<file path="config.mk">
export PLATFORM = sky130hd
export DESIGN_NAME = uart_irq_ctrl
export DESIGN_NICKNAME = d
export VERILOG_FILES = /design/src/include/uart_irq_pkg.sv /design/src/hdl/pin_sync3.sv /design/src/hdl/uart_irq_ctrl.sv
export SDC_FILE = /design/constraint.sdc
export NUM_CORES = 1
export LEC_CHECK = 0
export BUFFER_PORTS_ARGS = -buffer_cell sky130_fd_sc_hd__buf_2
export CAP_MARGIN = 20
export CORE_ASPECT_RATIO = 1.5
export CORE_MARGIN = 1.5
export CORE_UTILIZATION = 40
export DETAILED_ROUTE_END_ITERATION = 10
export GPL_TIMING_DRIVEN = 0
export MAX_ROUTING_LAYER = met4
export SYNTH_ARGS = -nofsm -noshare
export SYNTH_HDL_FRONTEND = slang
export SYNTH_SLANG_ARGS = --single-unit
</file>
<file path="constraint.sdc">
create_clock -name aclk -period 8.3 [get_ports aclk]
set_input_delay 0 -clock aclk [delete_from_list [all_inputs] [get_ports aclk]]
set_output_delay 0 -clock aclk [all_outputs]
set_load 0.02 [all_outputs]
</file>
<file path="src/include/uart_irq_pkg.sv">
// constants and carrier types for the uart interrupt enable/status block
package uart_irq_pkg;
  localparam int LEVEL_W = 7;
  localparam int IDX_W = 6;
  // register indexes; byte address is four times the index
  localparam logic [IDX_W-1:0] IDX_DIV_LOW = 6'h00;
  localparam logic [IDX_W-1:0] IDX_IER = 6'h01;
  localparam logic [IDX_W-1:0] IDX_ISR = 6'h02;
  localparam logic [IDX_W-1:0] IDX_LCR = 6'h03;
  localparam logic [IDX_W-1:0] IDX_MCR = 6'h04;
  localparam logic [IDX_W-1:0] IDX_LSR = 6'h05;
  localparam logic [IDX_W-1:0] IDX_MSR = 6'h06;
  localparam logic [IDX_W-1:0] IDX_FEATURE_CONTROL = 6'h08;
  localparam logic [IDX_W-1:0] IDX_EFR = 6'h09;
  localparam logic [IDX_W-1:0] IDX_GLOBAL = 6'h10;
  // field positions
  localparam int LCR_DIV_ACCESS = 7;
  localparam int LCR_PARITY = 3;
  localparam int LCR_STOP = 2;
  localparam int EFR_UNLOCK = 4;
  localparam int EFR_AUTO_OUT = 6;
  localparam int EFR_AUTO_IN = 7;
  localparam int FEATURE_CONTROL_HALF_DUPLEX = 5;
  localparam int MCR_FLOW_SEL = 2;
  localparam int FCR_FIFO_EN = 0;
  localparam int IER_RX = 0;
  localparam int IER_TX = 1;
  localparam int IER_LINE = 2;
  localparam int IER_MODEM = 3;
  localparam int IER_XCHAR = 5;
  localparam int IER_OUT_FLOW = 6;
  localparam int IER_IN_FLOW = 7;
  localparam logic [7:0] IER_OPEN_MASK = 8'h0F;
  localparam logic [7:0] IER_LOCKED_MASK = 8'hE0;
  localparam logic [7:0] REG_RESET = 8'h00;
  // interrupt source codes, status bits 5..0
  localparam logic [5:0] CODE_LINE = 6'h06;
  localparam logic [5:0] CODE_RX_DATA = 6'h04;
  localparam logic [5:0] CODE_TIMEOUT = 6'h0C;
  localparam logic [5:0] CODE_TX_EMPTY = 6'h02;
  localparam logic [5:0] CODE_MODEM = 6'h00;
  localparam logic [5:0] CODE_XCHAR = 6'h10;
  localparam logic [5:0] CODE_FLOW_PIN = 6'h20;
  localparam logic [5:0] CODE_NONE = 6'h01;
  // receive timeout, in character and bit times
  localparam int TIMEOUT_CHARS = 4;
  localparam int TIMEOUT_EXTRA_BITS = 12;
  localparam int SAMPLES_PER_BIT = 16;
  localparam int MIN_DATA_BITS = 5;
  localparam logic [1:0] RESP_OKAY = 2'h0;
  localparam logic [1:0] RESP_SLVERR = 2'h2;

  typedef struct packed {
    logic [LEVEL_W-1:0] level;
    logic [LEVEL_W-1:0] trigger;
    logic char_pushed;
    logic push_overrun;
    logic [2:0] push_err;
    logic [2:0] head_err;
    logic any_err;
    logic line_active;
    logic fifo_read;
  } rx_status_s;

  typedef struct packed {
    logic holding_empty;
    logic all_empty;
  } tx_status_s;

  typedef struct packed {
    logic [7:0] modem_status;
    logic xchar_det;
    logic special_det;
    logic sleep_exit;
    logic rts_n_out;
    logic dtr_n_out;
  } event_s;
endpackage

</file>
<file path="src/hdl/pin_sync3.sv">
// three-stage pin synchroniser with agreement filter
`timescale 1ns/1ps
module pin_sync3 #(
  parameter int WIDTH = 2,
  parameter logic [WIDTH-1:0] INIT = '1
) (
  input wire logic aclk,
  input wire logic aresetn,
  input wire logic [WIDTH-1:0] din,
  output logic [WIDTH-1:0] dout
);
  typedef struct packed {
    logic [WIDTH-1:0] s1;
    logic [WIDTH-1:0] s2;
    logic [WIDTH-1:0] s3;
    logic [WIDTH-1:0] stable;
  } sync_state_s;

  sync_state_s s_reg, s_next;

  if (WIDTH < 1) begin : g_check
    $error("pin_sync3 needs at least one bit");
  end

  always_comb begin
    s_next = s_reg;
    s_next.s1 = din;
    s_next.s2 = s_reg.s1;
    s_next.s3 = s_reg.s2;
    // take the value only once stages two and three agree
    s_next.stable = (s_reg.s2 & s_reg.s3) |
                    (s_reg.stable & (s_reg.s2 ^ s_reg.s3));
  end

  always_ff @(posedge aclk) begin
    if (!aresetn) begin
      s_reg <= {INIT, INIT, INIT, INIT};
    end else begin
      s_reg <= s_next;
    end
  end

  assign dout = s_reg.stable;
endmodule // pin_sync3

</file>
<file path="src/hdl/uart_irq_ctrl.sv">
// uart channel interrupt enable, status and line status logic
`timescale 1ns/1ps
// Function
// - 16-bit divisor counter; divisor bytes reachable only with format bit 7 set.
// - fifo mode receive data interrupt while level at or above trigger.
// - receive ready status bit set on push, cleared when fifo empty.
// - fifo on with enables 0-3 clear gives polled mode via status bits.
// - line status bits: overrun, head errors, holding empty, all empty, any error.
// - timeout after four characters plus twelve bits idle below trigger.
// - non-fifo mode receive interrupt while holding register has data.
// - transmit interrupt follows holding empty, or all empty in half duplex.
// - line interrupt on pushed character with overrun, parity, framing, break.
// - enable bits 7..5 writable only when unlocked; bit 4 reserved.
// - input flow interrupt on rising selected clear-to-send or set-ready pin.
// - output flow interrupt when selected flow output rises.
// - status read shows highest pending source; others except transmit and character stay queued.
// - codes for line, receive data, timeout and transmit empty levels.
// - codes for modem, special character, flow pin and none.
// - modem interrupt while any delta bit set and enabled.
// - wake indication on sleep exit, cleared by global register read.
// - line status read clears line; modem read clears flow and pulses msr_read, modem deltas come from ev.
// - receive data clears below trigger; timeout clears when fifo empty.
// - status read clears transmit and character; special clears on next char.
// - enabled interrupts shown in status and in global register.
// - all enable bits reset to zero; writing one enables.
// - status bit 0 low while pending, high when none, high at reset.
// - status bits 7 and 6 mirror fifo enable.
module uart_irq_ctrl
  import uart_irq_pkg::*;
#(
  parameter int SAMPLE_DIV = SAMPLES_PER_BIT
) (
  input wire logic aclk,
  input wire logic aresetn,
  input wire logic [7:0] awaddr,
  input wire logic awvalid,
  output logic awready,
  input wire logic [31:0] wdata,
  input wire logic [3:0] wstrb,
  input wire logic wvalid,
  output logic wready,
  output logic [1:0] bresp,
  output logic bvalid,
  input wire logic bready,
  input wire logic [7:0] araddr,
  input wire logic arvalid,
  output logic arready,
  output logic [31:0] rdata,
  output logic [1:0] rresp,
  output logic rvalid,
  input wire logic rready,
  input wire rx_status_s rx,
  input wire tx_status_s tx,
  input wire event_s ev,
  input wire logic cts_n,
  input wire logic dsr_n,
  output logic irq,
  output logic sample_tick,
  output logic polled_mode,
  output logic fifo_enabled,
  output logic lsr_read,
  output logic msr_read,
  output logic [7:0] line_format,
  output logic [7:0] modem_ctrl,
  output logic [7:0] enhanced_ctrl,
  output logic [7:0] feature_ctrl
);
  typedef struct packed {
    logic aw_got;
    logic w_got;
    logic [IDX_W-1:0] aw_idx;
    logic [7:0] wbyte;
    logic wlane;
    logic bvalid;
    logic [1:0] bresp;
    logic rvalid;
    logic [7:0] rbyte;
    logic [1:0] rresp;
    logic [7:0] interrupt_enable;
    logic [7:0] line_format_reg;
    logic [7:0] modem_control;
    logic [7:0] enhanced_function_reg;
    logic [7:0] feature_control;
    logic [15:0] divisor;
    logic fifo_en;
    logic line_irq;
    logic overrun;
    logic tx_irq;
    logic tx_src_d;
    logic timeout_irq;
    logic xchar_irq;
    logic special;
    logic in_flow_irq;
    logic out_flow_irq;
    logic in_pin_d;
    logic out_pin_d;
    logic wake;
    logic [15:0] div_cnt;
    logic [3:0] samp_cnt;
    logic [6:0] idle_cnt;
  } state_s;

  state_s s_reg, s_next;

  if (SAMPLE_DIV < 1 || SAMPLE_DIV > 16) begin : g_check
    $error("SAMPLE_DIV must lie in 1..16");
  end

  logic [1:0] pins_sync;
  logic wr_fire, rd_fire, bit_tick, tx_src, rx_has_data, rx_data_src;
  logic timeout_set, line_set, in_pin, out_pin, div_access;
  logic [IDX_W-1:0] ar_idx;
  logic [5:0] code;
  logic [7:0] isr_val, lsr_val, rd_byte;
  logic [1:0] rd_resp, wr_resp;
  logic [6:0] char_bits, tmo_limit;

  // {dsr_n, cts_n}; idle high
  pin_sync3 #(.WIDTH(2), .INIT(2'h3)) u_pin_sync (
    .aclk(aclk),
    .aresetn(aresetn),
    .din({dsr_n, cts_n}),
    .dout(pins_sync)
  );

  assign ar_idx = araddr[7:2];
  assign awready = !s_reg.aw_got && !s_reg.bvalid;
  assign wready = !s_reg.w_got && !s_reg.bvalid;
  assign arready = !s_reg.rvalid;
  assign rd_fire = arvalid && arready;
  assign wr_fire = s_reg.aw_got && s_reg.w_got && !s_reg.bvalid;
  assign div_access = s_reg.line_format_reg[LCR_DIV_ACCESS];

  // start + data + parity + stop, in bit times
  assign char_bits = 7'd1 + 7'(MIN_DATA_BITS) + {5'h0, s_reg.line_format_reg[1:0]} +
                     {6'h0, s_reg.line_format_reg[LCR_PARITY]} +
                     (s_reg.line_format_reg[LCR_STOP] ? 7'd2 : 7'd1);
  assign tmo_limit = 7'(TIMEOUT_CHARS) * char_bits +
                     7'(TIMEOUT_EXTRA_BITS);

  assign sample_tick = (s_reg.divisor != 16'h0000) &&
                       (s_reg.div_cnt == 16'h0000);
  assign bit_tick = sample_tick &&
                    (s_reg.samp_cnt == 4'(SAMPLE_DIV - 1));

  assign rx_has_data = rx.level != '0;
  assign rx_data_src = s_reg.fifo_en ?
                       (rx_has_data && rx.level >= rx.trigger) :
                       rx_has_data;
  assign tx_src = s_reg.feature_control[FEATURE_CONTROL_HALF_DUPLEX] ?
                  tx.all_empty : tx.holding_empty;
  assign line_set = (rx.char_pushed && (|rx.push_err)) ||
                    rx.push_overrun;
  assign timeout_set = s_reg.fifo_en && rx_has_data &&
                       rx.level < rx.trigger && !rx.line_active &&
                       bit_tick && (s_reg.idle_cnt == tmo_limit - 7'd1);
  assign in_pin = s_reg.modem_control[MCR_FLOW_SEL] ? pins_sync[1] : pins_sync[0];
  assign out_pin = s_reg.modem_control[MCR_FLOW_SEL] ? ev.dtr_n_out : ev.rts_n_out;

  // highest enabled pending source wins; lower ones stay queued, except transmit and character, which any status read clears
  always_comb begin
    if (s_reg.line_irq && s_reg.interrupt_enable[IER_LINE]) begin
      code = CODE_LINE;
    end else if (rx_data_src && s_reg.interrupt_enable[IER_RX]) begin
      code = CODE_RX_DATA;
    end else if (s_reg.timeout_irq && s_reg.interrupt_enable[IER_RX]) begin
      code = CODE_TIMEOUT;
    end else if (s_reg.tx_irq && s_reg.interrupt_enable[IER_TX]) begin
      code = CODE_TX_EMPTY;
    end else if ((|ev.modem_status[3:0]) && s_reg.interrupt_enable[IER_MODEM]) begin
      code = CODE_MODEM;
    end else if (s_reg.xchar_irq && s_reg.interrupt_enable[IER_XCHAR]) begin
      code = CODE_XCHAR;
    end else if ((s_reg.in_flow_irq && s_reg.interrupt_enable[IER_IN_FLOW]) ||
                 (s_reg.out_flow_irq && s_reg.interrupt_enable[IER_OUT_FLOW])) begin
      code = CODE_FLOW_PIN;
    end else begin
      code = CODE_NONE;
    end
  end

  assign isr_val = {s_reg.fifo_en, s_reg.fifo_en, code};
  assign lsr_val = {rx.any_err, tx.all_empty, tx.holding_empty,
                    rx.head_err, s_reg.overrun, rx_has_data};

  always_comb begin
    rd_resp = RESP_OKAY;
    unique case (ar_idx)
      IDX_DIV_LOW: rd_byte = div_access ? s_reg.divisor[7:0] : 8'h00;
      IDX_IER: rd_byte = div_access ? s_reg.divisor[15:8] : s_reg.interrupt_enable;
      IDX_ISR: rd_byte = isr_val;
      IDX_LCR: rd_byte = s_reg.line_format_reg;
      IDX_MCR: rd_byte = s_reg.modem_control;
      IDX_LSR: rd_byte = lsr_val;
      IDX_MSR: rd_byte = ev.modem_status;
      IDX_FEATURE_CONTROL: rd_byte = s_reg.feature_control;
      IDX_EFR: rd_byte = s_reg.enhanced_function_reg;
      IDX_GLOBAL: rd_byte = {6'h00, s_reg.wake, irq};
      default: begin
        rd_byte = 8'h00;
        rd_resp = RESP_SLVERR;
      end
    endcase
  end

  always_comb begin
    unique case (s_reg.aw_idx)
      IDX_DIV_LOW, IDX_IER, IDX_ISR, IDX_LCR, IDX_MCR, IDX_LSR,
      IDX_MSR, IDX_FEATURE_CONTROL, IDX_EFR: wr_resp = RESP_OKAY;
      default: wr_resp = RESP_SLVERR;
    endcase
  end

  assign lsr_read = rd_fire && ar_idx == IDX_LSR;
  assign msr_read = rd_fire && ar_idx == IDX_MSR;

  always_comb begin
    s_next = s_reg;
    // bus side
    if (awvalid && awready) begin
      s_next.aw_got = 1'b1;
      s_next.aw_idx = awaddr[7:2];
    end
    if (wvalid && wready) begin
      s_next.w_got = 1'b1;
      s_next.wbyte = wdata[7:0];
      s_next.wlane = wstrb[0];
    end
    if (s_reg.bvalid && bready) begin
      s_next.bvalid = 1'b0;
    end
    if (wr_fire) begin
      s_next.aw_got = 1'b0;
      s_next.w_got = 1'b0;
      s_next.bvalid = 1'b1;
      s_next.bresp = wr_resp;
    end
    if (wr_fire && s_reg.wlane) begin
      unique case (s_reg.aw_idx)
        IDX_DIV_LOW: begin
          if (div_access) begin
            s_next.divisor[7:0] = s_reg.wbyte;
          end
        end
        IDX_IER: begin
          if (div_access) begin
            s_next.divisor[15:8] = s_reg.wbyte;
          end else begin
            s_next.interrupt_enable = (s_reg.wbyte & IER_OPEN_MASK) |
                         ((s_reg.enhanced_function_reg[EFR_UNLOCK] ? s_reg.wbyte : s_reg.interrupt_enable)
                          & IER_LOCKED_MASK);
          end
        end
        IDX_ISR: s_next.fifo_en = s_reg.wbyte[FCR_FIFO_EN];
        IDX_LCR: s_next.line_format_reg = s_reg.wbyte;
        IDX_MCR: s_next.modem_control = s_reg.wbyte;
        IDX_FEATURE_CONTROL: s_next.feature_control = s_reg.wbyte;
        IDX_EFR: s_next.enhanced_function_reg = s_reg.wbyte;
        default: s_next.fifo_en = s_reg.fifo_en;
      endcase
    end
    if (s_reg.rvalid && rready) begin
      s_next.rvalid = 1'b0;
    end
    if (rd_fire) begin
      s_next.rvalid = 1'b1;
      s_next.rbyte = rd_byte;
      s_next.rresp = rd_resp;
    end
    // rate divider
    if (sample_tick) begin
      s_next.div_cnt = s_reg.divisor - 16'h0001;
      s_next.samp_cnt = bit_tick ? 4'h0 : s_reg.samp_cnt + 4'h1;
    end else if (s_reg.div_cnt != 16'h0000) begin
      s_next.div_cnt = s_reg.div_cnt - 16'h0001;
    end else begin
      s_next.div_cnt = s_reg.divisor;
    end
    // clears first, so a same-cycle set below wins
    if (lsr_read) begin
      s_next.line_irq = 1'b0;
      s_next.overrun = 1'b0;
    end
    if (msr_read) begin
      s_next.in_flow_irq = 1'b0;
      s_next.out_flow_irq = 1'b0;
    end
    if ((rd_fire && ar_idx == IDX_ISR) || !tx_src) begin
      s_next.tx_irq = 1'b0;
    end
    if ((rd_fire && ar_idx == IDX_ISR) ||
        (s_reg.special && rx.char_pushed)) begin
      s_next.xchar_irq = 1'b0;
      s_next.special = 1'b0;
    end
    if (rd_fire && ar_idx == IDX_GLOBAL) begin
      s_next.wake = 1'b0;
    end
    if (!rx_has_data) begin
      s_next.timeout_irq = 1'b0;
    end
    // sets
    if (line_set) begin
      s_next.line_irq = 1'b1;
    end
    if (rx.push_overrun) begin
      s_next.overrun = 1'b1;
    end
    s_next.tx_src_d = tx_src;
    if (tx_src && !s_reg.tx_src_d) begin
      s_next.tx_irq = 1'b1;
    end
    if (ev.xchar_det || ev.special_det) begin
      s_next.xchar_irq = 1'b1;
      s_next.special = ev.special_det;
    end
    s_next.in_pin_d = in_pin;
    if (s_reg.enhanced_function_reg[EFR_AUTO_IN] && in_pin && !s_reg.in_pin_d) begin
      s_next.in_flow_irq = 1'b1;
    end
    s_next.out_pin_d = out_pin;
    if (s_reg.enhanced_function_reg[EFR_AUTO_OUT] && out_pin && !s_reg.out_pin_d) begin
      s_next.out_flow_irq = 1'b1;
    end
    if (ev.sleep_exit) begin
      s_next.wake = 1'b1;
    end
    // idle timer in bit times
    if (rx.char_pushed || rx.fifo_read || rx.line_active) begin
      s_next.idle_cnt = 7'h00;
    end else if (bit_tick && s_reg.idle_cnt != tmo_limit) begin
      s_next.idle_cnt = s_reg.idle_cnt + 7'h01;
    end
    if (timeout_set) begin
      s_next.timeout_irq = 1'b1;
    end
  end

  always_ff @(posedge aclk) begin
    if (!aresetn) begin
      s_reg <= '0;
    end else begin
      s_reg <= s_next;
    end
  end

  assign irq = code != CODE_NONE;
  assign bvalid = s_reg.bvalid;
  assign bresp = s_reg.bresp;
  assign rvalid = s_reg.rvalid;
  assign rdata = {24'h000000, s_reg.rbyte};
  assign rresp = s_reg.rresp;
  assign polled_mode = s_reg.fifo_en &&
                       s_reg.interrupt_enable[3:0] == 4'h0;
  assign fifo_enabled = s_reg.fifo_en;
  assign line_format = s_reg.line_format_reg;
  assign modem_ctrl = s_reg.modem_control;
  assign enhanced_ctrl = s_reg.enhanced_function_reg;
  assign feature_ctrl = s_reg.feature_control;
endmodule // uart_irq_ctrl

</file>
Yosys cells after proc, flatten, opt, wreduce, memory -nomap -nowiden
Memories as Yosys holds them, arrays and structs flattened. A register that Yosys moved wholly into a read port is not among the register bits.
Index checks and enable logic that the tools add are counted.
- bits in registers: 135
- ROM bits: 16
- bits of input ports: 101
- output and inout bits: 79
- logic and storage cells: 202
- memories kept: 1
- memories (memory ; depth ; width ; read ports ; clocked after Yosys merged registers in ; wr ports ; RTL line ; RTL):
    (name not given) ; 16 ; 1 ; 1 ; 1 ; 0 ; uart_irq_ctrl.sv:207 ; unique case (s_reg.aw_idx)
- $add $sub $neg: 9
- order comparisons: 2
- equality and inequality tests: 20
- muxes and demuxes: 41
- bitwise logic cells: 7
- reduce and logical (&&, ||, !) cells: 85
- operators by type and width (kind ; number):
    8-bit case mux with 10 select lines ; 1
    6-bit 2-to-1 mux ; 7
    1-bit logical AND ; 39
    16-bit 2-to-1 mux ; 2
    16-bit nonzero test ; 2
    16-bit by 1-bit subtractor with 16-bit output, second input constant ; 2
    6-bit by 2-bit equality test with 1-bit output, second input constant ; 4
    6-bit by 3-bit equality test with 1-bit output, second input constant ; 4
    6-bit by 4-bit equality test with 1-bit output, second input constant ; 4
    8-bit 2-to-1 mux ; 3
    2-bit nonzero test ; 9
    16-bit zero test ; 1
    1-bit 2-to-1 mux ; 16
    2-bit 2-to-1 mux ; 7
    6-bit by 1-bit equality test with 1-bit output, second input constant ; 2
    6-bit zero test ; 2
    4-bit 2-to-1 mux ; 3
    11-bit 2-to-1 mux ; 1
    2-bit AND reduction ; 5
    10-bit OR reduction ; 1
    1-bit zero test ; 9
    3-bit AND reduction ; 3
    4-bit by 8-bit OR with 8-bit output ; 1
    7-bit by 1-bit adder with 7-bit output, second input constant ; 1
    other kinds (26) ; 35

Logic depth before layout (Yosys ltp)
Gate-level depths: netlist of run 1.
- depth after elaboration: 12
- depth in mapped cells: 12
- mapped depth without buffers: 12

Cells and area by module
From an unflattened synthesis of run 1, not the netlist that was laid out.
- cells, all modules: 882
- area, all modules: 7395.8 sq um
- modules (own cells, without submodules) (module ; instances ; cells each ; area each (sq um)):
    uart_irq_ctrl ; 1 ; 860 ; 7135.6
    pin_sync3 ; 1 ; 22 ; 260.2

Least setup slack after synthesis of run 1
Ideal clock, no wire load.
- path kind: reg2reg
- start point: register s_reg, in the netlist line_format[2]
- end point: register s_reg[5] (netlist name)
- setup time: 0.070 ns
- arrival time: 2.946 ns
- required time: 8.230 ns
- path slack: 5.284 ns
- stages on the path, launching flop included: 12
- buffers on the path: 0
- period minus slack after synthesis: 3.016 ns
- cells stage by stage: dfxtp_1 > inv_1 > fa_1 > ha_1 > inv_1 > ha_1 > xor2_1 > or3b_2 > o41ai_2 > nor2_2 > a21bo_1 > a21oi_1
- word-level cells in the longest chain between the ends: 5
- RTL lines (item ; RTL line ; RTL):
    start: declaration ; uart_irq_ctrl.sv:103 ; state_s s_reg, s_next;
    start signal: assignment ; uart_irq_ctrl.sv:343 ; s_reg <= s_next;
    2-bit 2-to-1 mux ; uart_irq_ctrl.sv:137 ; (s_reg.line_format_reg[LCR_STOP] ? 7'd2 : 7'd1);
    5-bit by 2-bit adder with 5-bit output ; uart_irq_ctrl.sv:136 ; {6'h0, s_reg.line_format_reg[LCR_PARITY]} +
    7-bit by 4-bit adder with 7-bit output ; uart_irq_ctrl.sv:138 ; assign tmo_limit = 7'(TIMEOUT_CHARS) * char_bits +
    7-bit inequality test ; uart_irq_ctrl.sv:331 ; end else if (bit_tick && s_reg.idle_cnt != tmo_limit) begin
    1-bit logical AND ; uart_irq_ctrl.sv:331 ;
No other way between the ends.
A chain may end at the register's enable or synchronous reset.

Worst setup path in the final report of run 1
Ends and elaborated chain as after synthesis.

==> out/qor.log, run 1 <==
qor: finish.multi_input_comb_area 0.004015 mm2
qor: sta.timing.setup.tns 0 ns
qor: finish.filler_cell_count 1754
qor: global_route.use_met2 0.4322
qor: yosys.yosysSeqAreaShare 0.3608
qor: pwr.power.switching 522.8 uW
qor: sta.setup-violations-final 0
qor: yosys.asyncSetResetFlopFracSynth 0
qor: finish.layout.cells.most_common sky130_fd_sc_hd__dfxtp_1
qor: run_status.status completed
qor: clocking.cts_resized 0
qor: worst_setup_path.regToRegEndpoint s_reg[5]
qor: yosys.synth_edf_count 0
qor: global_route.track_usage 0.2420
qor: route.avgViaCountPerCell 5.237
qor: place.worst_slack_at_placement 4.992 ns
qor: global_route.grt_use_met1 0.2649
qor: finish.nets 1203
qor: sta.tightest_pin_transition 1.092 ns
qor: clocking.post-cts-setup-buffer-count 0
qor: pwr.power.static_leakage 0.004061 uW
qor: yosys.synthDominantCellAreaShare 0.3608
qor: place.detailed_place_hpwl 17.18 mm
qor: worst_setup_path.setup.reg_to_reg.worst_slack 5.00 ns
qor: global_route.grt_most_used_layer met2
qor: clocking.holdBufCountCts 39
qor: finish.final_cell_area 0.009319 mm2
qor: pwr.swShare 0.2969
qor: sta.grt_setup_unrepaired no
qor: finish.mostFrequentLayoutCells sky130_fd_sc_hd__dfxtp_1 (133), sky130_fd_sc_hd__nor2_1 (124), sky130_fd_sc_hd__buf_2 (122)
qor: pwr.vdd.ir_drop.worst 0.1383 mV
qor: route.postRouteAntennaNets 0
qor: global_route.via_count_of_the_first_global_routing_pass 6497
qor: clocking.clock_tree.htree_level_count 4
qor: worst_setup_path.worst_setup_path_end_kind flop
qor: die.die_area 0.01929 mm2
qor: sta.postLayoutSetupSlackWorst 4.997 ns
qor: die.die-height 169.4 um
qor: pwr.comb_power_share 0.190
qor: worst_setup_path.crit_path_max_fanout 5
qor: die.fp.coreArea 0.01802 mm2
qor: route.drt-wirelength-per-cell 17.19 um
qor: yosys.syn-cell-area 0.007380 mm2
qor: clocking.max-clock-path-buffers 2
qor: sta.slew_violations 0
qor: worst_setup_path.timing.critical_path.from line_format[2]
qor: route.drt_pre_antenna_iters 6
qor: global_route.grt_start_max_net_pins 17
qor: clocking.clock_latency 0.42 ns
qor: sta.fin_skew 0.008229 ns
qor: worst_setup_path.cp_data_required_time 8.65 ns
qor: global_route.antenna_violations_before_repair 0
qor: global_route.grt_pass1_wl 34.78 mm
qor: clocking.cts_tree built
qor: finish.syn_to_final_growth 26.28%
qor: finish.largest_register_ffs 78
qor: yosys.netlist_instances 877
qor: yosys.synth_flop_cell sky130_fd_sc_hd__dfxtp_1
qor: pwr.totalPowerFinal 1761 uW
qor: yosys.synth-warning-count 0
qor: pwr.p_seq_frac 0.400
qor: worst_setup_path.setup.worst_path.end s_reg[5]
qor: place.io_buffer_count 120
qor: die.ioPinCount 180
qor: yosys.postSynthAreaPerCell 8.415 um2
qor: worst_setup_path.setup_cp_type flop to flop
qor: route.aggregate_routed_wire_length 22.53 mm
qor: yosys.yosys_reg_bits 133
qor: yosys.count_of_different_cell_masters_after_synthesis 68
qor: worst_setup_path.worst-r2r-cell-count 11
qor: clocking.cts_buffers 17
qor: clocking.cts.root.buffer_cell sky130_fd_sc_hd__clkbuf_16
qor: die.dieWidth 113.9 um
qor: sta.clock_period_minus_final_worst_setup_slack 3.303 ns
qor: route.post-route-drc-count 0
qor: pwr.clockPowerShare 0.411
qor: clocking.cts_sinks 133
qor: place.place_congestion 0.9133
qor: pwr.power.density_cell_area 189.0 mW/mm2
qor: sta.finalHoldViolations 0
qor: route.via_count 6866
qor: worst_setup_path.critical_path_arrival 3.66 ns
qor: yosys.synth_largest_area_cell sky130_fd_sc_hd__dfxtp_1
qor: clocking.path_clk_slew 0.06 ns
qor: worst_setup_path.crit-reg2reg-launch line_format[2]
qor: die.start_util 0.4096
qor: finish.antenna-diode-count 0
qor: global_route.globalRoute.totalOverflow 0
qor: global_route.grt_use_met3 0.03250
qor: sta.maxSlewHeadroom 0.2691
qor: pwr.power_report.internal_total 1238 uW
qor: worst_setup_path.startpoint_type flop
qor: worst_hold_path.worst_min_delay_path_category primary input to flop
qor: sta.achievable-frequency 0.3027 GHz
qor: job.maxCapViolCount 0
qor: finish.seqCellArea 0.002663 mm2
qor: place.dpl_cell_area 0.008363 mm2
qor: route.first_iter_violations 438
qor: die.core.rowCount 60
qor: finish.layout-drive-gt1-share 0.2166
qor: sta.finalCritPeriodShare 0.3980
qor: yosys.synthTopCellsByArea sky130_fd_sc_hd__dfxtp_1 (36%), sky130_fd_sc_hd__mux2i_1 (11%), sky130_fd_sc_hd__buf_4 (6.9%)
power by group through the flow:
| stage | clock (uW) | combinational [uW] | sequential (uW) |
|---|---|---|---|
| global route | 757 | 370 | 709 |
| floorplan | 0 | 236 | 710 |
| detailed placement | 0 | 317 | 717 |
| CTS | 729 | 333 | 704 |
| global placement | 0 | 315 | 716 |
| finish | 723 | 334 | 704 |
final cells by class:
class | count | share of cell area
flip-flops and latches | 133 | 0.2857
plain buffers | 113 | 0.07385
multi-input cells | 624 | 0.4309
clock inverters | 14 | 0.01356
clock buffers | 18 | 0.04713
repair buffers | 160 | 0.1069
inverters | 32 | 0.01289
well taps | 217 | 0.02914
worst min path at each step:
stage | from | cells after the start | slack, ns | to
after detailed placement | dsr_n | 2 | 0.20 | u_pin_sync.s_next[5]
after global routing | wvalid | 4 | 0.11 | s_reg[110]
final | wvalid | 4 | 0.06 | s_reg[110]
after CTS | rx[24] | 5 | 0.06 | s_reg[34]
after global placement | dsr_n | 2 | 0.19 | u_pin_sync.s_next[5]
after floorplan | aresetn | 1 | 0.07 | u_pin_sync.s_next[2]
cells in the mapped netlist (5+ instances only):
| master | instances |
|---|---|
| sky130_fd_sc_hd__a211oi_1 | 11 |
| sky130_fd_sc_hd__a21oi_1 | 36 |
| sky130_fd_sc_hd__a222oi_1 | 6 |
| sky130_fd_sc_hd__a22oi_1 | 5 |
| sky130_fd_sc_hd__and2_1 | 5 |
| sky130_fd_sc_hd__and3_1 | 7 |
| sky130_fd_sc_hd__buf_1 | 12 |
| sky130_fd_sc_hd__buf_4 | 68 |
| sky130_fd_sc_hd__clkbuf_1 | 31 |
| sky130_fd_sc_hd__dfxtp_1 | 133 |
| sky130_fd_sc_hd__ha_1 | 20 |
| sky130_fd_sc_hd__inv_1 | 32 |
| sky130_fd_sc_hd__mux2i_1 | 83 |
| sky130_fd_sc_hd__nand2_1 | 78 |
| sky130_fd_sc_hd__nand2b_1 | 13 |
| sky130_fd_sc_hd__nand3_1 | 17 |
| sky130_fd_sc_hd__nand4_1 | 8 |
| sky130_fd_sc_hd__nor2_1 | 124 |
| sky130_fd_sc_hd__nor2b_1 | 8 |
| sky130_fd_sc_hd__nor3_1 | 16 |
| sky130_fd_sc_hd__nor4_1 | 11 |
| sky130_fd_sc_hd__nor4b_1 | 7 |
| sky130_fd_sc_hd__o21ai_0 | 21 |
| sky130_fd_sc_hd__or3_1 | 10 |
| sky130_fd_sc_hd__or4_1 | 7 |
| sky130_fd_sc_hd__xnor2_1 | 18 |
| sky130_fd_sc_hd__xor2_1 | 21 |
metal layers:
metal  vias up  share of wire
met5         -              0
met4         0          0.040
met3        62          0.040
met2       234           0.52
met1      3195           0.40
li1       3375              -
through the flow:
step / hold WS (ns) / util / std cells
after floorplan: 0.07304 / - / 902
after global placement: 0.1862 / 0.4632 / 1239
after detailed placement: 0.2019 / 0.4642 / 1240
after CTS: 0.05501 / 0.5172 / 1311
after global routing: 0.1077 / 0.5172 / 1311
final: 0.06317 / 0.5172 / 1311
cell families after synthesis:
| group | Yosys count | synth area share |
|---|---|---|
| compound gates | 124 | 0.1151 |
| xor+xnor | 39 | 0.04629 |
| fa+ha+maj | 21 | 0.03662 |
| buf+inv | 145 | 0.1095 |
| flops | 133 | 0.3608 |
| mux | 84 | 0.1141 |
| other cells | 1 | 0.0005082 |
| simple gates | 330 | 0.2170 |
critical path, cell delays in order, from the launching register on:
cell and delay (ns):
sky130_fd_sc_hd__dfxtp_1 0.38, sky130_fd_sc_hd__inv_1 0.09, sky130_fd_sc_hd__fa_1 0.37, sky130_fd_sc_hd__ha_1 0.33, sky130_fd_sc_hd__inv_1 0.07, sky130_fd_sc_hd__ha_1 0.30, sky130_fd_sc_hd__xor2_1 0.17, sky130_fd_sc_hd__or3b_2 0.46
sky130_fd_sc_hd__o41ai_2 0.61, sky130_fd_sc_hd__nor2_2 0.16, sky130_fd_sc_hd__a21bo_1 0.21, sky130_fd_sc_hd__a21oi_1 0.10
Power figures use the tool's default switching activity.
==> run 2: changes to the inputs <==
==> constraint.sdc (replaced) <==
create_clock -name aclk -period 3.2 [get_ports aclk]
set_input_delay 0 -clock aclk [delete_from_list [all_inputs] [get_ports aclk]]
set_output_delay 0 -clock aclk [all_outputs]
set_load 0.02 [all_outputs]
==> out/qor.log, run 2 (synthesized netlist as in run 1, its figures left out) <==
qor: run_status.status completed
qor: worst_setup_path.timing.critical_path.slowest_cell_delay 0.49 ns
qor: finish.antenna-diode-count 0
qor: sta.grt_setup_unrepaired no
qor: die.core.rowCount 60
qor: route.avgViaCountPerCell 5.260
qor: clocking.max-clock-path-buffers 2
qor: place.dpl_cell_area 0.008363 mm2
qor: finish.layout-drive-gt1-share 0.2210
qor: sta.tightest_pin_transition 1.088 ns
qor: finish.final_cell_area 0.009355 mm2
qor: finish.filler_cell_count 1748
qor: pwr.vdd.ir_drop.worst 0.3584 mV
qor: finish.nets 1204
qor: die.start_util 0.4096
qor: route.postRouteAntennaNets 0
qor: place.io_buffer_count 120
qor: worst_setup_path.setup_cp_type flop to flop
qor: job.maxCapViolCount 0
qor: worst_setup_path.cp_max_stage_cell sky130_fd_sc_hd__or3b_2
qor: global_route.antenna_violations_before_repair 0
qor: route.aggregate_routed_wire_length 22.56 mm
qor: worst_setup_path.critPathBufInv 2
qor: sta.clock_period_minus_final_worst_setup_slack 3.029 ns
qor: worst_setup_path.cp_data_required_time 3.55 ns
qor: worst_setup_path.cpLargestDelayFamily adder cells
qor: global_route.via_count_of_the_first_global_routing_pass 6497
qor: global_route.track_usage 0.2419
qor: finish.syn_to_final_growth 26.77%
qor: pwr.power.density_cell_area 487.7 mW/mm2
qor: die.dieWidth 113.9 um
qor: worst_setup_path.critical_path.cell_chain fa_2 > ha_4 > inv_1 > ha_1 > xor2_1 > or3b_2 > o41ai_4 > buf_4 > nor2_2 > a21bo_1 > a21oi_1
qor: pwr.comb_power_share 0.190
qor: global_route.grt_pass1_wl 34.77 mm
qor: worst_hold_path.worst_min_delay_path_category primary input to flop
qor: sta.achievable-frequency 0.3302 GHz
qor: sta.timing.setup.tns 0 ns
qor: worst_setup_path.crit_path_max_fanout 4
qor: route.first_iter_violations 437
qor: clocking.cts_buffers 17
qor: pwr.swShare 0.2962
qor: clocking.cts_tree built
qor: route.drt_pre_antenna_iters 7
qor: place.place_congestion 0.9133
qor: sta.slew_violations 0
qor: route.post-route-drc-count 0
qor: pwr.power.static_leakage 0.004067 uW
qor: place.worst_slack_at_placement -0.1079 ns
qor: worst_setup_path.startpoint_type flop
qor: worst_setup_path.worst_setup_path_end_kind flop
qor: finish.layout.cells.most_common sky130_fd_sc_hd__dfxtp_1
qor: pwr.power_report.internal_total 3211 uW
qor: sta.postLayoutSetupSlackWorst 0.1713 ns
qor: finish.largest_register_ffs 78
qor: global_route.globalRoute.totalOverflow 0
qor: die.die-height 169.4 um
qor: sta.setup-violations-final 0
qor: sta.finalHoldViolations 0
qor: route.via_count 6901
qor: clocking.cts_sinks 133
qor: pwr.p_seq_frac 0.400
qor: die.fp.coreArea 0.01802 mm2
qor: die.ioPinCount 180
qor: clocking.path_clk_slew 0.06 ns
qor: pwr.power.switching 1352 uW
qor: global_route.grt_start_max_net_pins 17
qor: route.drt-wirelength-per-cell 17.19 um
qor: clocking.clock_latency 0.42 ns
qor: die.die_area 0.01929 mm2
qor: finish.mostFrequentLayoutCells sky130_fd_sc_hd__dfxtp_1 (131), sky130_fd_sc_hd__nor2_1 (124), sky130_fd_sc_hd__buf_2 (122)
qor: place.detailed_place_hpwl 17.18 mm
qor: pwr.clockPowerShare 0.410
qor: clocking.clock_tree.htree_level_count 4
qor: worst_setup_path.critical_path_arrival 3.38 ns
qor: sta.maxSlewHeadroom 0.2722
qor: sta.finalCritPeriodShare 0.9465
qor: sta.fin_skew 0.007358 ns
qor: clocking.cts.root.buffer_cell sky130_fd_sc_hd__clkbuf_16
qor: pwr.totalPowerFinal 4563 uW
run 2: metal layers:
metal  global-route usage  up-vias  wire length [um]
met2               0.4322      262             11540
li1                     -     3374                 -
met1               0.2647     3196              8931
met4               0.1103        0               949
met5                    -        -                 0
met3              0.03250       69              1134
run 2: power groups by stage:
stage | clock [uW] | combinational (uW) | sequential, uW
3_3_place_gp | 0 | 816 | 1860
3_5_place_dp | 0 | 823 | 1860
4_1_cts | 1890 | 864 | 1820
2_1_floorplan | 0 | 612 | 1840
6_report | 1870 | 866 | 1830
5_1_grt | 1960 | 959 | 1840
run 2: stage by stage:
step | cells | hold slack [ns] | utilization
floorplan | 902 | 0.07304 | -
global placement | 1239 | 0.1862 | 0.4632
detailed placement | 1240 | 0.2019 | 0.4642
CTS | 1311 | 0.05501 | 0.5178
global route | 1312 | 0.1077 | 0.5192
finish | 1312 | 0.06433 | 0.5192
run 2: final cells by class:
class                   count  area, um2  share of cell area
plain buffers             113      688.2             0.07356
repair buffers            161       1003              0.1073
inverters                  32      120.1             0.01284
multi-input cells         624       4041              0.4320
clock buffers              18      439.2             0.04694
well taps                 217      271.5             0.02902
clock inverters            14      126.4             0.01351
flip-flops and latches    133       2665              0.2849
run 2: path summary, 6_finish.rpt:
check	startpoint	end	slack (ns)	cells past startpoint
hold reg to reg	u_pin_sync.s_next[4]	u_pin_sync.s_next[2]	0.41	1
setup reg to reg	line_format[3]	s_reg[5]	0.17	11
setup / recovery	line_format[3]	s_reg[5]	0.17	11
hold / removal	wvalid	s_reg[110]	0.06	4
run 2: worst register-to-register path, stage by stage, from the launching register on:
cell and delay, ns:
sky130_fd_sc_hd__dfxtp_1 0.39, sky130_fd_sc_hd__fa_2 0.40, sky130_fd_sc_hd__ha_4 0.29, sky130_fd_sc_hd__inv_1 0.05, sky130_fd_sc_hd__ha_1 0.30, sky130_fd_sc_hd__xor2_1 0.17
sky130_fd_sc_hd__or3b_2 0.49, sky130_fd_sc_hd__o41ai_4 0.33, sky130_fd_sc_hd__buf_4 0.21, sky130_fd_sc_hd__nor2_2 0.07, sky130_fd_sc_hd__a21bo_1 0.18, sky130_fd_sc_hd__a21oi_1 0.10
run 2: repair_timing:
item | CTS | global route
hold endpoints to repair | 33 | 0
endpoints found under the setup margin | 6 | 5
hold buffers | 39 | 0
pin swaps | 0 | 1
resized for setup | 1 | 4
setup buffers | 0 | 1
==> run 3: changes to the inputs <==
--- a/config.mk
+++ b/config.mk
@@ -5,7 +5,7 @@
 export SDC_FILE = /design/constraint.sdc
 export NUM_CORES = 1
 export LEC_CHECK = 0
-export BUFFER_PORTS_ARGS = -buffer_cell sky130_fd_sc_hd__buf_2
+export BUFFER_PORTS_ARGS = -buffer_cell sky130_fd_sc_hd__buf_4
 export CAP_MARGIN = 20
 export CORE_ASPECT_RATIO = 1.5
 export CORE_MARGIN = 1.5
==> out/qor.log, run 3 (synthesized netlist as in run 1, its figures left out) <==
qor: run_status.status completed
qor: job.maxCapViolCount 0
qor: clocking.cts_buffers 17
qor: worst_setup_path.critical_path.cell_chain inv_1 > ha_1 > inv_1 > ha_4 > inv_1 > ha_1 > xor2_1 > or3b_2 > o41ai_4 > buf_4 > nor3_2 > xnor2_1 > nor2_1
qor: sta.finalHoldViolations 0
qor: finish.final_cell_area 0.009641 mm2
qor: finish.layout-drive-gt1-share 0.2181
qor: global_route.grt_start_max_net_pins 17
qor: global_route.via_count_of_the_first_global_routing_pass 6500
qor: route.aggregate_routed_wire_length 22.85 mm
qor: worst_setup_path.timing.critical_path.slowest_cell_delay 0.48 ns
qor: route.postRouteAntennaNets 0
qor: clocking.clock_tree.htree_level_count 4
qor: sta.tightest_pin_transition 1.139 ns
qor: global_route.track_usage 0.2461
qor: global_route.globalRoute.totalOverflow 0
qor: route.avgViaCountPerCell 5.227
qor: worst_setup_path.setup_cp_type flop to flop
qor: pwr.power.density_cell_area 487.8 mW/mm2
qor: die.core.rowCount 60
qor: clocking.path_clk_slew 0.06 ns
qor: finish.nets 1201
qor: finish.layout.cells.most_common sky130_fd_sc_hd__buf_4
qor: worst_setup_path.crit_path_max_fanout 4
qor: worst_setup_path.startpoint_type flop
qor: pwr.power.static_leakage 0.004127 uW
qor: place.detailed_place_hpwl 17.41 mm
qor: die.die_area 0.01929 mm2
qor: route.first_iter_violations 431
qor: place.place_congestion 0.9185
qor: route.drt-wirelength-per-cell 17.47 um
qor: place.numPlacedInstances 1241
qor: global_route.antenna_violations_before_repair 0
qor: clocking.cts.root.buffer_cell sky130_fd_sc_hd__clkbuf_16
qor: die.start_util 0.4096
qor: die.die-height 169.4 um
qor: global_route.grt_pass1_wl 35.11 mm
qor: die.fp.coreArea 0.01802 mm2
qor: sta.achievable-frequency 0.3271 GHz
qor: clocking.clock_latency 0.42 ns
qor: sta.finalCritPeriodShare 0.9555
qor: sta.slew_violations 0
qor: sta.timing.setup.tns 0 ns
qor: clocking.cts_tree built
qor: worst_setup_path.worst_setup_path_end_kind flop
qor: place.io_buffer_count 120
qor: finish.syn_to_final_growth 30.64%
qor: finish.mostFrequentLayoutCells sky130_fd_sc_hd__buf_4 (189), sky130_fd_sc_hd__dfxtp_1 (131), sky130_fd_sc_hd__nor2_1 (124)
qor: die.dieWidth 113.9 um
qor: pwr.vdd.ir_drop.worst 0.3999 mV
qor: place.dpl_cell_area 0.008662 mm2
qor: worst_setup_path.cp_max_stage_cell sky130_fd_sc_hd__or3b_2
qor: finish.antenna-diode-count 0
qor: route.post-route-drc-count 0
qor: worst_hold_path.worst_min_delay_path_category primary input to flop
qor: sta.fin_skew 0.007999 ns
qor: clocking.cts_sinks 133
qor: worst_setup_path.cp_data_required_time 3.49 ns
qor: clocking.max-clock-path-buffers 2
qor: sta.setup-violations-final 0
qor: finish.largest_register_ffs 78
qor: sta.clock_period_minus_final_worst_setup_slack 3.058 ns
qor: finish.final_instance_count_without_filler_cells 1308
qor: worst_setup_path.path_common_cell sky130_fd_sc_hd__inv_1
qor: route.via_count 6837
qor: worst_setup_path.critical_path_arrival 3.35 ns
qor: sta.maxSlewHeadroom 0.2382
qor: route.drt_pre_antenna_iters 5
qor: sta.grt_setup_unrepaired no
qor: die.ioPinCount 180
==> run 3: cell count changes in the layout (fill, tap and decap cells not counted), sizes merged <==
cell,before,now
bufinv,1,3
dlygate4sd3,39,35
clkinv,5,3
buf,204,205
clkinvlp,5,3
clkbuf,49,53
inv,35,32
==> run 3: final timing paths <==
| path | start | to | slack (ns) | depth (start not counted) |
|---|---|---|---|---|
| min | araddr[7] | rresp[1] | 0.03 | 3 |
| max reg2reg | line_format[1] | s_reg[3] | 0.14 | 13 |
| max | line_format[1] | s_reg[3] | 0.14 | 13 |
| min reg2reg | s_reg[35] | s_reg[36] | 0.41 | 1 |
==> run 3: repair_timing <==
action	4_1_cts	5_1_grt
hold endpoints to repair	34	0
pin swaps	0	1
hold buffers	35	0
endpoints found under the setup margin	7	7
buffers inserted	0	1
gates cloned	0	0
gates resized for setup	1	4
==> run 3: per-stage QoR <==
step | power, uW | util | setup slack, ns | hold WS [ns]
global route | 4916 | 0.5351 | 0.02434 | 0.06441
finish | 4702 | 0.5351 | 0.1424 | 0.03419
global placement | 2704 | 0.4799 | -0.1197 | 0.1825
CTS | 4719 | 0.5337 | 0.008148 | 0.008828
detailed placement | 2711 | 0.4808 | -0.1388 | 0.1884
floorplan | 2454 | - | 0.1842 | 0.07304
==> run 3: layer usage <==
| metal | vias to the layer above | global-route usage | share of wire |
|---|---|---|---|
| li1 | 3370 | - | - |
| met1 | 3193 | 0.2716 | 0.40 |
| met2 | 218 | 0.4390 | 0.52 |
| met3 | 56 | 0.03036 | 0.047 |
| met4 | 0 | 0.1120 | 0.036 |
| met5 | - | - | 0 |
==> run 3: layout make-up <==
class                           count  area [um2]
Fill cell                        1787        8377
Multi-Input combinational cell    624        4035
Sequential cell                   133        2665
Timing Repair Buffer              158        1269
Buffer                            113       688.2
Clock buffer                       22       464.2
Tap cell                          217       271.5
Clock inverter                      9       127.6
Inverter                           32       120.1
==> run 3: power breakdown <==
| group | internal (uW) | leakage [uW] | switching (uW) |
|---|---|---|---|
| sequential | 1750 | 0.00108 | 71.3 |
| clock | 1260 | 0.000282 | 725 |
| combinational | 391 | 0.00276 | 504 |
| total | 3400 | 0.00413 | 1300 |
==> run 3: worst max-delay path: cells and delay by family, from the launching register on <==
kind / cells / cell delay (ns)
XOR/XNOR: 2 / 0.31
AND/OR/NAND/NOR: 3 / 0.58
AO/OA/AOI/OAI: 1 / 0.39
adder cells (fa/ha/maj): 3 / 0.85
flip-flops: 1 / 0.42
buffers and inverters: 4 / 0.39
